[src/design/cgu_defs.svh]
/*
 * Register offsets, field positions, reset values and counts for the
 * clock generation unit base clock block.
 * Assumes a byte-addressed Avalon-MM slave with 32-bit data words.
 */
`ifndef CGU_DEFS_SVH
`define CGU_DEFS_SVH

`define CGU_OFS_CTRL 5'h00
`define CGU_OFS_MULR 5'h04
`define CGU_OFS_STAT 5'h08
`define CGU_OFS_IRQS 5'h0c
`define CGU_OFS_IRQM 5'h10

`define CGU_CTRL_IE 7
`define CGU_CTRL_FLAG 6
`define CGU_CTRL_PWR 5
`define CGU_CTRL_BCS 4
`define CGU_CTRL_UNUSED 4'hf

`define CGU_IRQ_LOCK 0
`define CGU_IRQ_SWDONE 1

`define CGU_MUL_RESET 4'h6
`define CGU_RANGE_RESET 4'h6
`define CGU_MUL_ZERO_AS 4'h1
`define CGU_SWITCH_EDGES 2'h3

`endif

[src/design/cgu_pkg.sv]
/*
 * Types shared by the clock generation unit block.
 * Assumes cgu_defs.svh supplies the numeric constants.
 */
package cgu_pkg;

    typedef enum logic [1:0] {
        CGU_SW_IDLE = 2'b00,
        CGU_SW_OLD = 2'b01,
        CGU_SW_NEW = 2'b10
    } cgu_sw_state_e;

endpackage : cgu_pkg

[src/design/cgu_base_clock.sv]
/*
 * Digital control of the clock generation unit: multiplier and range
 * register, power and base clock select interlocks, glitch-free source
 * switch with divide by two, lock change flag and interrupt.
 * Assumes crystal_clock, vco_clock and lock_in are synchronous to clock
 * and slower than half its rate; stop_req is a one-cycle pulse.
 */
`timescale 1ns/1ns
`include "cgu_defs.svh"

// Behaviour
// Multiplier zero acts as multiplier one
// Range zero disables loop, blocks VCO select
// Switch waits three edges each, output held
// Switched clock divided by two for base
// Bus rate is quarter of source rate
// Select bit picks crystal or VCO clock
// No VCO select while power is off
// No power off while VCO selected
// Power and select change in separate writes
// Range zero forces crystal as source
// Software puts multiplier high, range low
// Integration module drives oscillator enable
// Base clock has even duty, twice bus
// Lock detector sources the interrupt
// Lock toggle sets flag; control read clears
// Multiplier and range locked while powered
// Reset loads multiplier with six
// Reset and stop clear select bit
// Gate old clock off before new on
module cgu_base_clock (
    input wire logic clock,
    input wire logic rst_n,
    input wire logic [4:0] address,
    input wire logic read,
    input wire logic write,
    input wire logic [31:0] writedata,
    input wire logic [3:0] byteenable,
    output logic [31:0] readdata,
    output logic waitrequest,
    input wire logic crystal_clock,
    input wire logic vco_clock,
    input wire logic osc_enable_in,
    input wire logic lock_in,
    input wire logic stop_req,
    output logic base_clock_out,
    output logic bus_clock_en,
    output logic vco_enable,
    output logic [3:0] feedback_divisor,
    output logic [3:0] range_select_out,
    output logic clock_switching,
    output logic lock_change_irq
);

    logic wait_reg;
    logic [31:0] rdata_reg;
    logic irq_en_reg;
    logic flag_reg;
    logic pwr_reg;
    logic bcs_reg;
    logic [3:0] mul_reg;
    logic [3:0] range_reg;
    logic [1:0] irq_st_reg;
    logic [1:0] irq_mask_reg;
    logic lock_q;
    logic xclk_q;
    logic vclk_q;
    logic cur_src_reg;
    logic [1:0] cnt_reg;
    cgu_pkg::cgu_sw_state_e sw_reg;
    logic base_reg;
    logic bus_en_reg;
    logic vco_en_reg;
    logic [3:0] div_reg;
    logic [3:0] range_out_reg;
    logic irq_reg;
    logic done_pulse;
    logic bus_ph_reg;
    logic busy_reg;

    logic take;
    logic wr_take;
    logic [7:0] wd;
    logic range_zero;
    logic lock_toggle;
    logic x_edge;
    logic v_edge;
    logic old_edge;
    logic new_edge;
    logic pwr_next;
    logic [7:0] ctrl_view;
    logic [1:0] irq_set;
    logic [1:0] irq_clr;

    assign take = (read | write) & ~wait_reg;
    assign wr_take = take & write & byteenable[0];
    assign wd = writedata[7:0];
    assign range_zero = (range_reg == 4'h0);
    assign lock_toggle = lock_in ^ lock_q;
    assign x_edge = crystal_clock & ~xclk_q;
    assign v_edge = vco_clock & vco_en_reg & ~vclk_q;
    assign old_edge = cur_src_reg ? v_edge : x_edge;
    assign new_edge = cur_src_reg ? x_edge : v_edge;
    assign pwr_next = bcs_reg | cur_src_reg | wd[`CGU_CTRL_PWR];
    assign ctrl_view = {irq_en_reg, flag_reg, pwr_reg, bcs_reg,
        `CGU_CTRL_UNUSED};
    assign irq_set[`CGU_IRQ_LOCK] = lock_toggle;
    assign irq_set[`CGU_IRQ_SWDONE] = done_pulse;
    assign irq_clr = (wr_take && address == `CGU_OFS_IRQS) ? wd[1:0] : 2'h0;

    // Bus handshake: one wait cycle, answer, then take at next edge
    always_ff @(posedge clock) begin
        if (!rst_n) begin
            wait_reg <= 1'b1;
            rdata_reg <= 32'h0000_0000;
        end else if ((read | write) & wait_reg) begin
            wait_reg <= 1'b0;
            rdata_reg <= 32'h0000_0000;
            unique case (address)
                `CGU_OFS_CTRL: rdata_reg[7:0] <= ctrl_view;
                `CGU_OFS_MULR: rdata_reg[7:0] <= {mul_reg, range_reg};
                `CGU_OFS_STAT: rdata_reg[2:0] <= {lock_q, clock_switching,
                    cur_src_reg};
                `CGU_OFS_IRQS: rdata_reg[1:0] <= irq_st_reg;
                `CGU_OFS_IRQM: rdata_reg[1:0] <= irq_mask_reg;
                default: rdata_reg <= 32'h0000_0000;
            endcase
        end else begin
            wait_reg <= 1'b1;
        end
    end

    // Power switch, select bit and interrupt enable
    always_ff @(posedge clock) begin
        if (!rst_n) begin
            irq_en_reg <= 1'b0;
            pwr_reg <= 1'b1;
            bcs_reg <= 1'b0;
        end else begin
            if (wr_take && address == `CGU_OFS_CTRL) begin
                irq_en_reg <= wd[`CGU_CTRL_IE];
                if (pwr_next != pwr_reg) begin
                    pwr_reg <= pwr_next;
                end else begin
                    bcs_reg <= wd[`CGU_CTRL_BCS] & pwr_reg;
                end
            end
            if (stop_req || range_zero) begin
                bcs_reg <= 1'b0;
            end
        end
    end

    // Multiplier and range fields
    always_ff @(posedge clock) begin
        if (!rst_n) begin
            mul_reg <= `CGU_MUL_RESET;
            range_reg <= `CGU_RANGE_RESET;
        end else if (wr_take && address == `CGU_OFS_MULR && !pwr_reg) begin
            mul_reg <= wd[7:4];
            range_reg <= wd[3:0];
        end
    end

    // Lock change flag: set beats the read clear
    always_ff @(posedge clock) begin
        if (!rst_n) begin
            lock_q <= 1'b0;
            flag_reg <= 1'b0;
        end else begin
            lock_q <= lock_in;
            if (lock_toggle) begin
                flag_reg <= 1'b1;
            end else if (take && read && address == `CGU_OFS_CTRL) begin
                flag_reg <= 1'b0;
            end
        end
    end

    // Sticky interrupt status, write one to clear, mask and output
    always_ff @(posedge clock) begin
        if (!rst_n) begin
            irq_st_reg <= 2'h0;
            irq_mask_reg <= 2'h0;
            irq_reg <= 1'b0;
        end else begin
            irq_st_reg <= irq_set | (irq_st_reg & ~irq_clr);
            if (wr_take && address == `CGU_OFS_IRQM) begin
                irq_mask_reg <= wd[1:0];
            end
            irq_reg <= (flag_reg & irq_en_reg) |
                (|(irq_st_reg & irq_mask_reg));
        end
    end

    // Source edge detection
    always_ff @(posedge clock) begin
        if (!rst_n) begin
            xclk_q <= 1'b0;
            vclk_q <= 1'b0;
        end else begin
            xclk_q <= crystal_clock;
            vclk_q <= vco_clock & vco_en_reg;
        end
    end

    // Transition control: drain old source, then arm new source
    always_ff @(posedge clock) begin
        if (!rst_n) begin
            sw_reg <= cgu_pkg::CGU_SW_IDLE;
            cnt_reg <= 2'h0;
            cur_src_reg <= 1'b0;
            done_pulse <= 1'b0;
            busy_reg <= 1'b0;
        end else begin
            done_pulse <= 1'b0;
            unique case (sw_reg)
                cgu_pkg::CGU_SW_IDLE: begin
                    cnt_reg <= 2'h0;
                    if (bcs_reg != cur_src_reg) begin
                        sw_reg <= cgu_pkg::CGU_SW_OLD;
                        busy_reg <= 1'b1;
                    end
                end
                cgu_pkg::CGU_SW_OLD: begin
                    if (old_edge) begin
                        if (cnt_reg == `CGU_SWITCH_EDGES - 2'h1) begin
                            cnt_reg <= 2'h0;
                            sw_reg <= cgu_pkg::CGU_SW_NEW;
                        end else begin
                            cnt_reg <= cnt_reg + 2'h1;
                        end
                    end
                end
                cgu_pkg::CGU_SW_NEW: begin
                    if (new_edge) begin
                        if (cnt_reg == `CGU_SWITCH_EDGES - 2'h1) begin
                            cnt_reg <= 2'h0;
                            cur_src_reg <= ~cur_src_reg;
                            sw_reg <= cgu_pkg::CGU_SW_IDLE;
                            done_pulse <= 1'b1;
                            busy_reg <= 1'b0;
                        end else begin
                            cnt_reg <= cnt_reg + 2'h1;
                        end
                    end
                end
                default: sw_reg <= cgu_pkg::CGU_SW_IDLE;
            endcase
        end
    end

    // Divide by two of the active source; bus enable every second fall
    always_ff @(posedge clock) begin
        if (!rst_n) begin
            base_reg <= 1'b0;
            bus_ph_reg <= 1'b0;
            bus_en_reg <= 1'b0;
        end else if (sw_reg == cgu_pkg::CGU_SW_IDLE && old_edge) begin
            base_reg <= ~base_reg;
            bus_ph_reg <= bus_ph_reg ^ base_reg;
            bus_en_reg <= base_reg & bus_ph_reg;
        end else begin
            bus_en_reg <= 1'b0;
        end
    end

    // Loop enable and effective divider values
    always_ff @(posedge clock) begin
        if (!rst_n) begin
            vco_en_reg <= 1'b0;
            div_reg <= `CGU_MUL_RESET;
            range_out_reg <= `CGU_RANGE_RESET;
        end else begin
            vco_en_reg <= pwr_reg & osc_enable_in & ~range_zero;
            div_reg <= (mul_reg == 4'h0) ? `CGU_MUL_ZERO_AS : mul_reg;
            range_out_reg <= range_reg;
        end
    end

    assign readdata = rdata_reg;
    assign waitrequest = wait_reg;
    assign base_clock_out = base_reg;
    assign bus_clock_en = bus_en_reg;
    assign vco_enable = vco_en_reg;
    assign feedback_divisor = div_reg;
    assign range_select_out = range_out_reg;
    assign clock_switching = busy_reg;
    assign lock_change_irq = irq_reg;
endmodule : cgu_base_clock

[config.mk]
export PLATFORM = sky130hd
export DESIGN_NAME = cgu_base_clock
export DESIGN_NICKNAME = d
export VERILOG_FILES = /design/src/design/cgu_pkg.sv /design/src/design/cgu_base_clock.sv
export VERILOG_INCLUDE_DIRS = /design/src /design/src/design
export SDC_FILE = /design/constraint.sdc
export NUM_CORES = 1
export LEC_CHECK = 0
export BUFFER_PORTS_ARGS = -buffer_cell sky130_fd_sc_hd__buf_2
export CAP_MARGIN = 20
export CELL_PAD_IN_SITES_DETAIL_PLACEMENT = 1
export CELL_PAD_IN_SITES_GLOBAL_PLACEMENT = 1
export CORE_MARGIN = 3
export CORE_UTILIZATION = 34
export CTS_CLUSTER_DIAMETER = 120
export DETAILED_ROUTE_END_ITERATION = 8
export GPL_TIMING_DRIVEN = 0
export HOLD_SLACK_MARGIN = 0.05
export PLACE_DENSITY = 0.83
export SLEW_MARGIN = 10
export SYNTH_ARGS = -nofsm -noshare
export SYNTH_HDL_FRONTEND = slang
export SYNTH_SLANG_ARGS = --single-unit
[constraint.sdc]
create_clock -name clock -period 1.89 [get_ports clock]
set_input_delay 0.189 -clock clock [delete_from_list [all_inputs] [get_ports clock]]
set_output_delay 0.189 -clock clock [all_outputs]
set_load 0.02 [all_outputs]
==> impl_metrics.yaml, run 1 <==
timing:
  finalCriticalPeriod_ns: 1.64
  relSlewSlack: 0.600
  finClkSkew_ns: 0.00483
  period_share: 0.868
  maxSlewViolCount: 0
  final.setup.tns_ns: 0
  rsz0062_at_grt: "false"
  whs_ns: 0.103
  finalHoldViolCount: 0
  tightest_slew_ns: 0.593
  fmax_mhz: 610
  setup_viol: 0
global_route:
  track_usage: 0.154
  antenna_found_initial: 0
  grt_max_degree: 15
  overflow: 0
  grt_pass1_wl_um: 9140
  grt_pass1_vias: 1892
critical_path:
  critical_path_class: "flip-flop to flip-flop"
  cpPeakStageDelay_ns: 0.45
  cp-endpoint: "sw_reg[0]"
  worstRegToRegCells: 6
  crit_path_start_kind: "flip-flop"
  crit_slowest_cell: "dfxtp_1"
  r2r_start: "cur_src_reg"
  path_cells: "inv_1, ha_1, nor2b_1, o21bai_1, a221o_1, mux2i_1"
  r2r_setup_slack_ns: 0.25
  crit_start: "cur_src_reg"
  critPathArrivalTime_ns: 1.83
  end_kind: "flip-flop"
  reg2reg_to: "sw_reg[0]"
  crit_required_ns: 2.08
  worst-path-max-fanout: 6
cells_and_area:
  fillCellCount: 769
  multi_input_area_um2: 1170
  final_cell_mix: "48 x dfxtp_1, 46 x buf_2, 24 x buf_4, 24 x conb_1, 20 x mux2i_1"
  nets: 374
  layout_commonest_cell: "dfxtp_1"
  stdcell_area_um2: 2800
  seq_area_um2: 961
  area_growth_pct: 22.6
  finalNonFillerCells: 397
  largest_reg_flops: 8
  diodes: 0
  drive_above_1_share: 0.253
yosys:
  synth_flop_cell: "dfxtp_1"
  synth_area_leaders: "dfxtp_1 42%, mux2i_1 8.8%, buf_4 7.9%"
  synth_top_cell_area_share: 0.421
  synth_seq_cells: 48
  synth-edff-count: 0
  yosysWarnings: 0
  synth_area_per_cell_um2: 9.32
  async_reset_ff_frac: 0
  ys_types: 43
  synthesis.area_um2: 2280
  yosysSeqAreaShare: 0.421
  synth.largest_area_cell: "dfxtp_1"
  syn-instance-count: 245
placed_design:
  dpl.hpwl_um: 4410
  place.gp.congestion: 0.832
  dpl-instance-area_um2: 2680
  port-buffer-count: 43
  place_inst: 388
floorplanning:
  die_w_um: 87.9
  rows: 29
  initial_core_util: 0.355
  core_area_um2: 6420
  io_pins: 96
  dieArea_um2: 7730
  die_y_um: 87.9
clocking:
  cts_tree: "done"
  cts_buffers: 5
  cts-root-buf: "clkbuf_8"
  cts_max_level: 2
  clk_latency_ns: 0.30
  numClockSinks: 48
  post_cts.repair.setup_buffers: 0
  clk_pin_slew_worst_paths_ns: 0.09
  post_cts_resized: 0
  clk_path_buf_depth: 2
drt:
  routed_via_density: 4.78
  drc: 0
  routedWlPerCell_um: 14.3
  ant_nets: 0
  drt_first_pass_iters: 6
  drtIter0Drc: 75
  num_vias: 1896
  wirelength_um: 5690
flow_run:
  drv_cap: 0
min_path:
  hold_depth: 3
  hp-start: "writedata[6]"
  hp-class: "primary input to flip-flop"
power_and_ir_drop:
  p_per_area_nw_per_um2: 748
  vdd_drop_max_v: 0.000285
  power.total_uw: 2090
  leakage_uw: 0.00128
status:
  outcome: "finished clean"
layer usage:
layer | GRT usage | part of all wire
met5 | 0 | 0
met4 | 0.0530 | 0.012
met3 | 0.0339 | 0.044
met2 | 0.266 | 0.49
met1 | 0.188 | 0.46
area by class of cell:
cell class                      count  area share
Timing Repair Buffer               44      0.0805
Inverter                            6     0.00805
Clock inverter                      2      0.0125
Clock buffer                        6      0.0259
Sequential cell                    48       0.343
Buffer                             33      0.0778
Tap cell                           77      0.0344
Multi-Input combinational cell    181       0.417
cells in the mapped netlist, drive strengths merged, types with 3 or more instances:
library cell and instances:
nor2 8, ha 5, buf 27, nor3 8, a21oi 9, mux2i 20
o21ai 8, o21a 4, inv 6, nand4 3, nor3b 5, nand3 7
or3 3, nor2b 19, and2 6, dfxtp 48, nand2b 5, nand2 19
clkbuf 6, a21boi 4
through the flow:
step           setup WS, ns  utilization
6_report              0.250        0.436
5_1_grt               0.111        0.436
4_1_cts               0.232        0.436
3_5_place_dp          0.207        0.417
3_3_place_gp          0.307        0.417
2_1_floorplan         0.370            -
worst min path at each step:
stage,end,slack (ns)
2_1_floorplan,bcs_reg,0.26
3_3_place_gp,bcs_reg,0.37
3_5_place_dp,bcs_reg,0.37
4_1_cts,mul_reg[2],0.10
5_1_grt,range_reg[2],0.12
6_report,mul_reg[2],0.10
cell families (layout without fill, tap and decap cells):
logic type / Yosys count / after routing / synth area share
mux: 20 / 20 / 0.0877
simple gates: 92 / 92 / 0.237
other cells: 1 / 24 / 0.00164
compound gates: 38 / 38 / 0.112
fa+ha+maj: 5 / 5 / 0.0274
xor+xnor: 2 / 2 / 0.00768
flops: 48 / 48 / 0.421
buf+inv: 39 / 91 / 0.105
power breakdown:
group / internal [uW] / switching [uW] / total (uW) / leakage [uW]
sequential: 1030 / 18.1 / 1050 / 0.000389
clock: 393 / 347 / 740 / 0.0000552
combinational: 125 / 176 / 301 / 0.000831
worst max-delay path: cells and delay by family, from the launching register on:
family	cells	cell delay (ns)
buf+inv	1	0.09
mux	1	0.14
fa+ha+maj	1	0.32
compound gates	2	0.47
flops	1	0.45
simple gates	1	0.07
what timing repair did:
| item | 4_1_cts | 5_1_grt |
|---|---|---|
| hold endpoints to repair | 1 | 0 |
| endpoints found under the setup margin | 0 | 0 |
| hold buffers | 1 | 0 |
No activity file was read; power rests on OpenSTA's default activity.
==> run 2, diff against run 1 <==
PLACE_DENSITY = default   (was 0.83)
PLACE_DENSITY_LB_ADDON = 0.1   (was default)
clock period = 1.61 ns   (was 1.89 ns; I/O delays follow)
==> run 2 against run 1 <==
  * Sequential share of layout area grew 0.097 points
  * Clock-buffer cell count grew 1
  * Wire length shrank 3.5%
  * Non-clock buffer count grew 2
  * Clock skew grew 0.0024 ns
  * Register-to-register slack lost 0.16 ns
  * Combinational power grew 17%
  * Power grew 12%
  * Sequential power grew 17%
  * Critical endpoint is now bcs_reg
  * Largest power group unchanged
  * Highest routed layer unchanged
==> impl_metrics.yaml, run 2 (synthesized netlist as in run 1, its figures left out) <==
floorplanning:
  initial_core_util: 0.355
  die_w_um: 87.9
  dieArea_um2: 7730
  core_area_um2: 6420
  io_pins: 96
  rows: 29
  die_y_um: 87.9
drt:
  wirelength_um: 5490
  routed_via_density: 4.76
  drc: 0
  ant_nets: 0
  num_vias: 1898
  drtIter0Drc: 43
  routedWlPerCell_um: 13.8
  drt_first_pass_iters: 4
global_route:
  antenna_found_initial: 0
  grt_max_degree: 15
  grt_pass1_vias: 1734
  track_usage: 0.148
  overflow: 0
  grt_pass1_wl_um: 8800
cells_and_area:
  final_cell_mix: "45 x buf_2, 43 x dfxtp_1, 27 x buf_4"
  diodes: 0
  stdcell_area_um2: 2820
  nets: 376
  multi_input_area_um2: 1170
  drive_above_1_share: 0.280
  finalNonFillerCells: 399
  fillCellCount: 800
  layout_commonest_cell: "buf_2"
  postLayoutCoreUtil: 0.438
  largest_reg_flops: 8
  area_growth_pct: 23.4
  seq_area_um2: 970
clocking:
  clk_latency_ns: 0.30
  numClockSinks: 48
  clk_pin_slew_worst_paths_ns: 0.09
  clk_path_buf_depth: 2
  cts_buffers: 5
  cts_max_level: 2
  cts_tree: "done"
  cts-root-buf: "clkbuf_8"
timing:
  relSlewSlack: 0.589
  tightest_slew_ns: 0.611
  finClkSkew_ns: 0.00724
  finalCriticalPeriod_ns: 1.52
  fmax_mhz: 657
  rsz0062_at_grt: "false"
  maxSlewViolCount: 0
  period_share: 0.946
  setup_viol: 0
  finalHoldViolCount: 0
critical_path:
  critPathArrivalTime_ns: 1.73
  crit_slowest_cell: "or3_1"
  cpPeakStageDelay_ns: 0.38
  path_cells: "and3b_1, buf_4, nand3_4, or3_1, a311oi_1"
  worst-path-max-fanout: 5
  crit_required_ns: 1.82
  crit_path_start_kind: "flip-flop"
  critical_path_class: "flip-flop to flip-flop"
  end_kind: "flip-flop"
placed_design:
  port-buffer-count: 43
  dpl.hpwl_um: 4290
  dpl-instance-area_um2: 2680
  place.gp.congestion: 0.788
  place_inst: 388
power_and_ir_drop:
  vdd_drop_max_v: 0.000296
  leakage_uw: 0.00128
  p_per_area_nw_per_um2: 835
status:
  outcome: "finished clean"
min_path:
  hp-class: "primary input to flip-flop"
flow_run:
  drv_cap: 0
[run 2: power by group]
group	switching [uW]	internal, uW	leakage [uW]
sequential	21.5	1210	0.000391
combinational	202	149	0.000844
clock	415	350	0.0000445
total	639	1710	0.00128
[run 2: per-stage QoR]
stage | total power (uW) | hold slack, ns | TNS (ns) | setup slack (ns)
3_3_place_gp | 1610 | 0.345 | 0 | 0.00486
3_5_place_dp | 1610 | 0.339 | -0.0467 | -0.0243
6_report | 2350 | 0.0718 | 0 | 0.0876
5_1_grt | 2460 | 0.0824 | 0 | 0.000646
2_1_floorplan | 1510 | 0.233 | 0 | 0.0904
4_1_cts | 2380 | 0.0659 | 0 | 0.0194
[run 2: final cells by class]
cell class,instances,share of cell area
multi-input combinational,181,0.416
tap,77,0.0342
clock buffer,7,0.0307
sequential,48,0.344
clock inverter,1,0.00267
buffer,33,0.0782
inverter,6,0.00800
timing repair buffer,46,0.0853
[run 2: what timing repair did]
item / in CTS / in global routing
setup buffers: 0 / 2
gates resized for setup: 1 / 9
hold buffers: 1 / 0
endpoints found under the hold margin: 1 / 0
endpoints found under the setup margin: 2 / 4
[run 2: critical path: cells and delay by family (launching register included)]
| kind | cells | cell delay, ns |
|---|---|---|
| AOI/OAI and AO/OA | 1 | 0.25 |
| buffers and inverters | 1 | 0.15 |
| DFF | 1 | 0.34 |
| and+or+nand+nor | 3 | 0.69 |
[run 2: routing by layer]
| layer | track usage | vias to the layer above | part of all wire |
|---|---|---|---|
| li1 | - | 947 | - |
| met1 | 0.197 | 892 | 0.48 |
| met2 | 0.238 | 52 | 0.45 |
| met3 | 0.0310 | 7 | 0.053 |
| met4 | 0.0460 | 0 | 0.013 |
| met5 | 0 | - | 0 |
[run 2: path summary, 6_finish.rpt]
| check | start | to | slack (ns) | cells past startpoint |
|---|---|---|---|---|
| setup reg to reg | waitrequest | bcs_reg | 0.09 | 5 |
| setup / recovery | waitrequest | bcs_reg | 0.09 | 5 |
| hold / removal | writedata[6] | mul_reg[2] | 0.07 | 3 |
| hold reg to reg | done_pulse | irq_st_reg[1] | 0.45 | 1 |
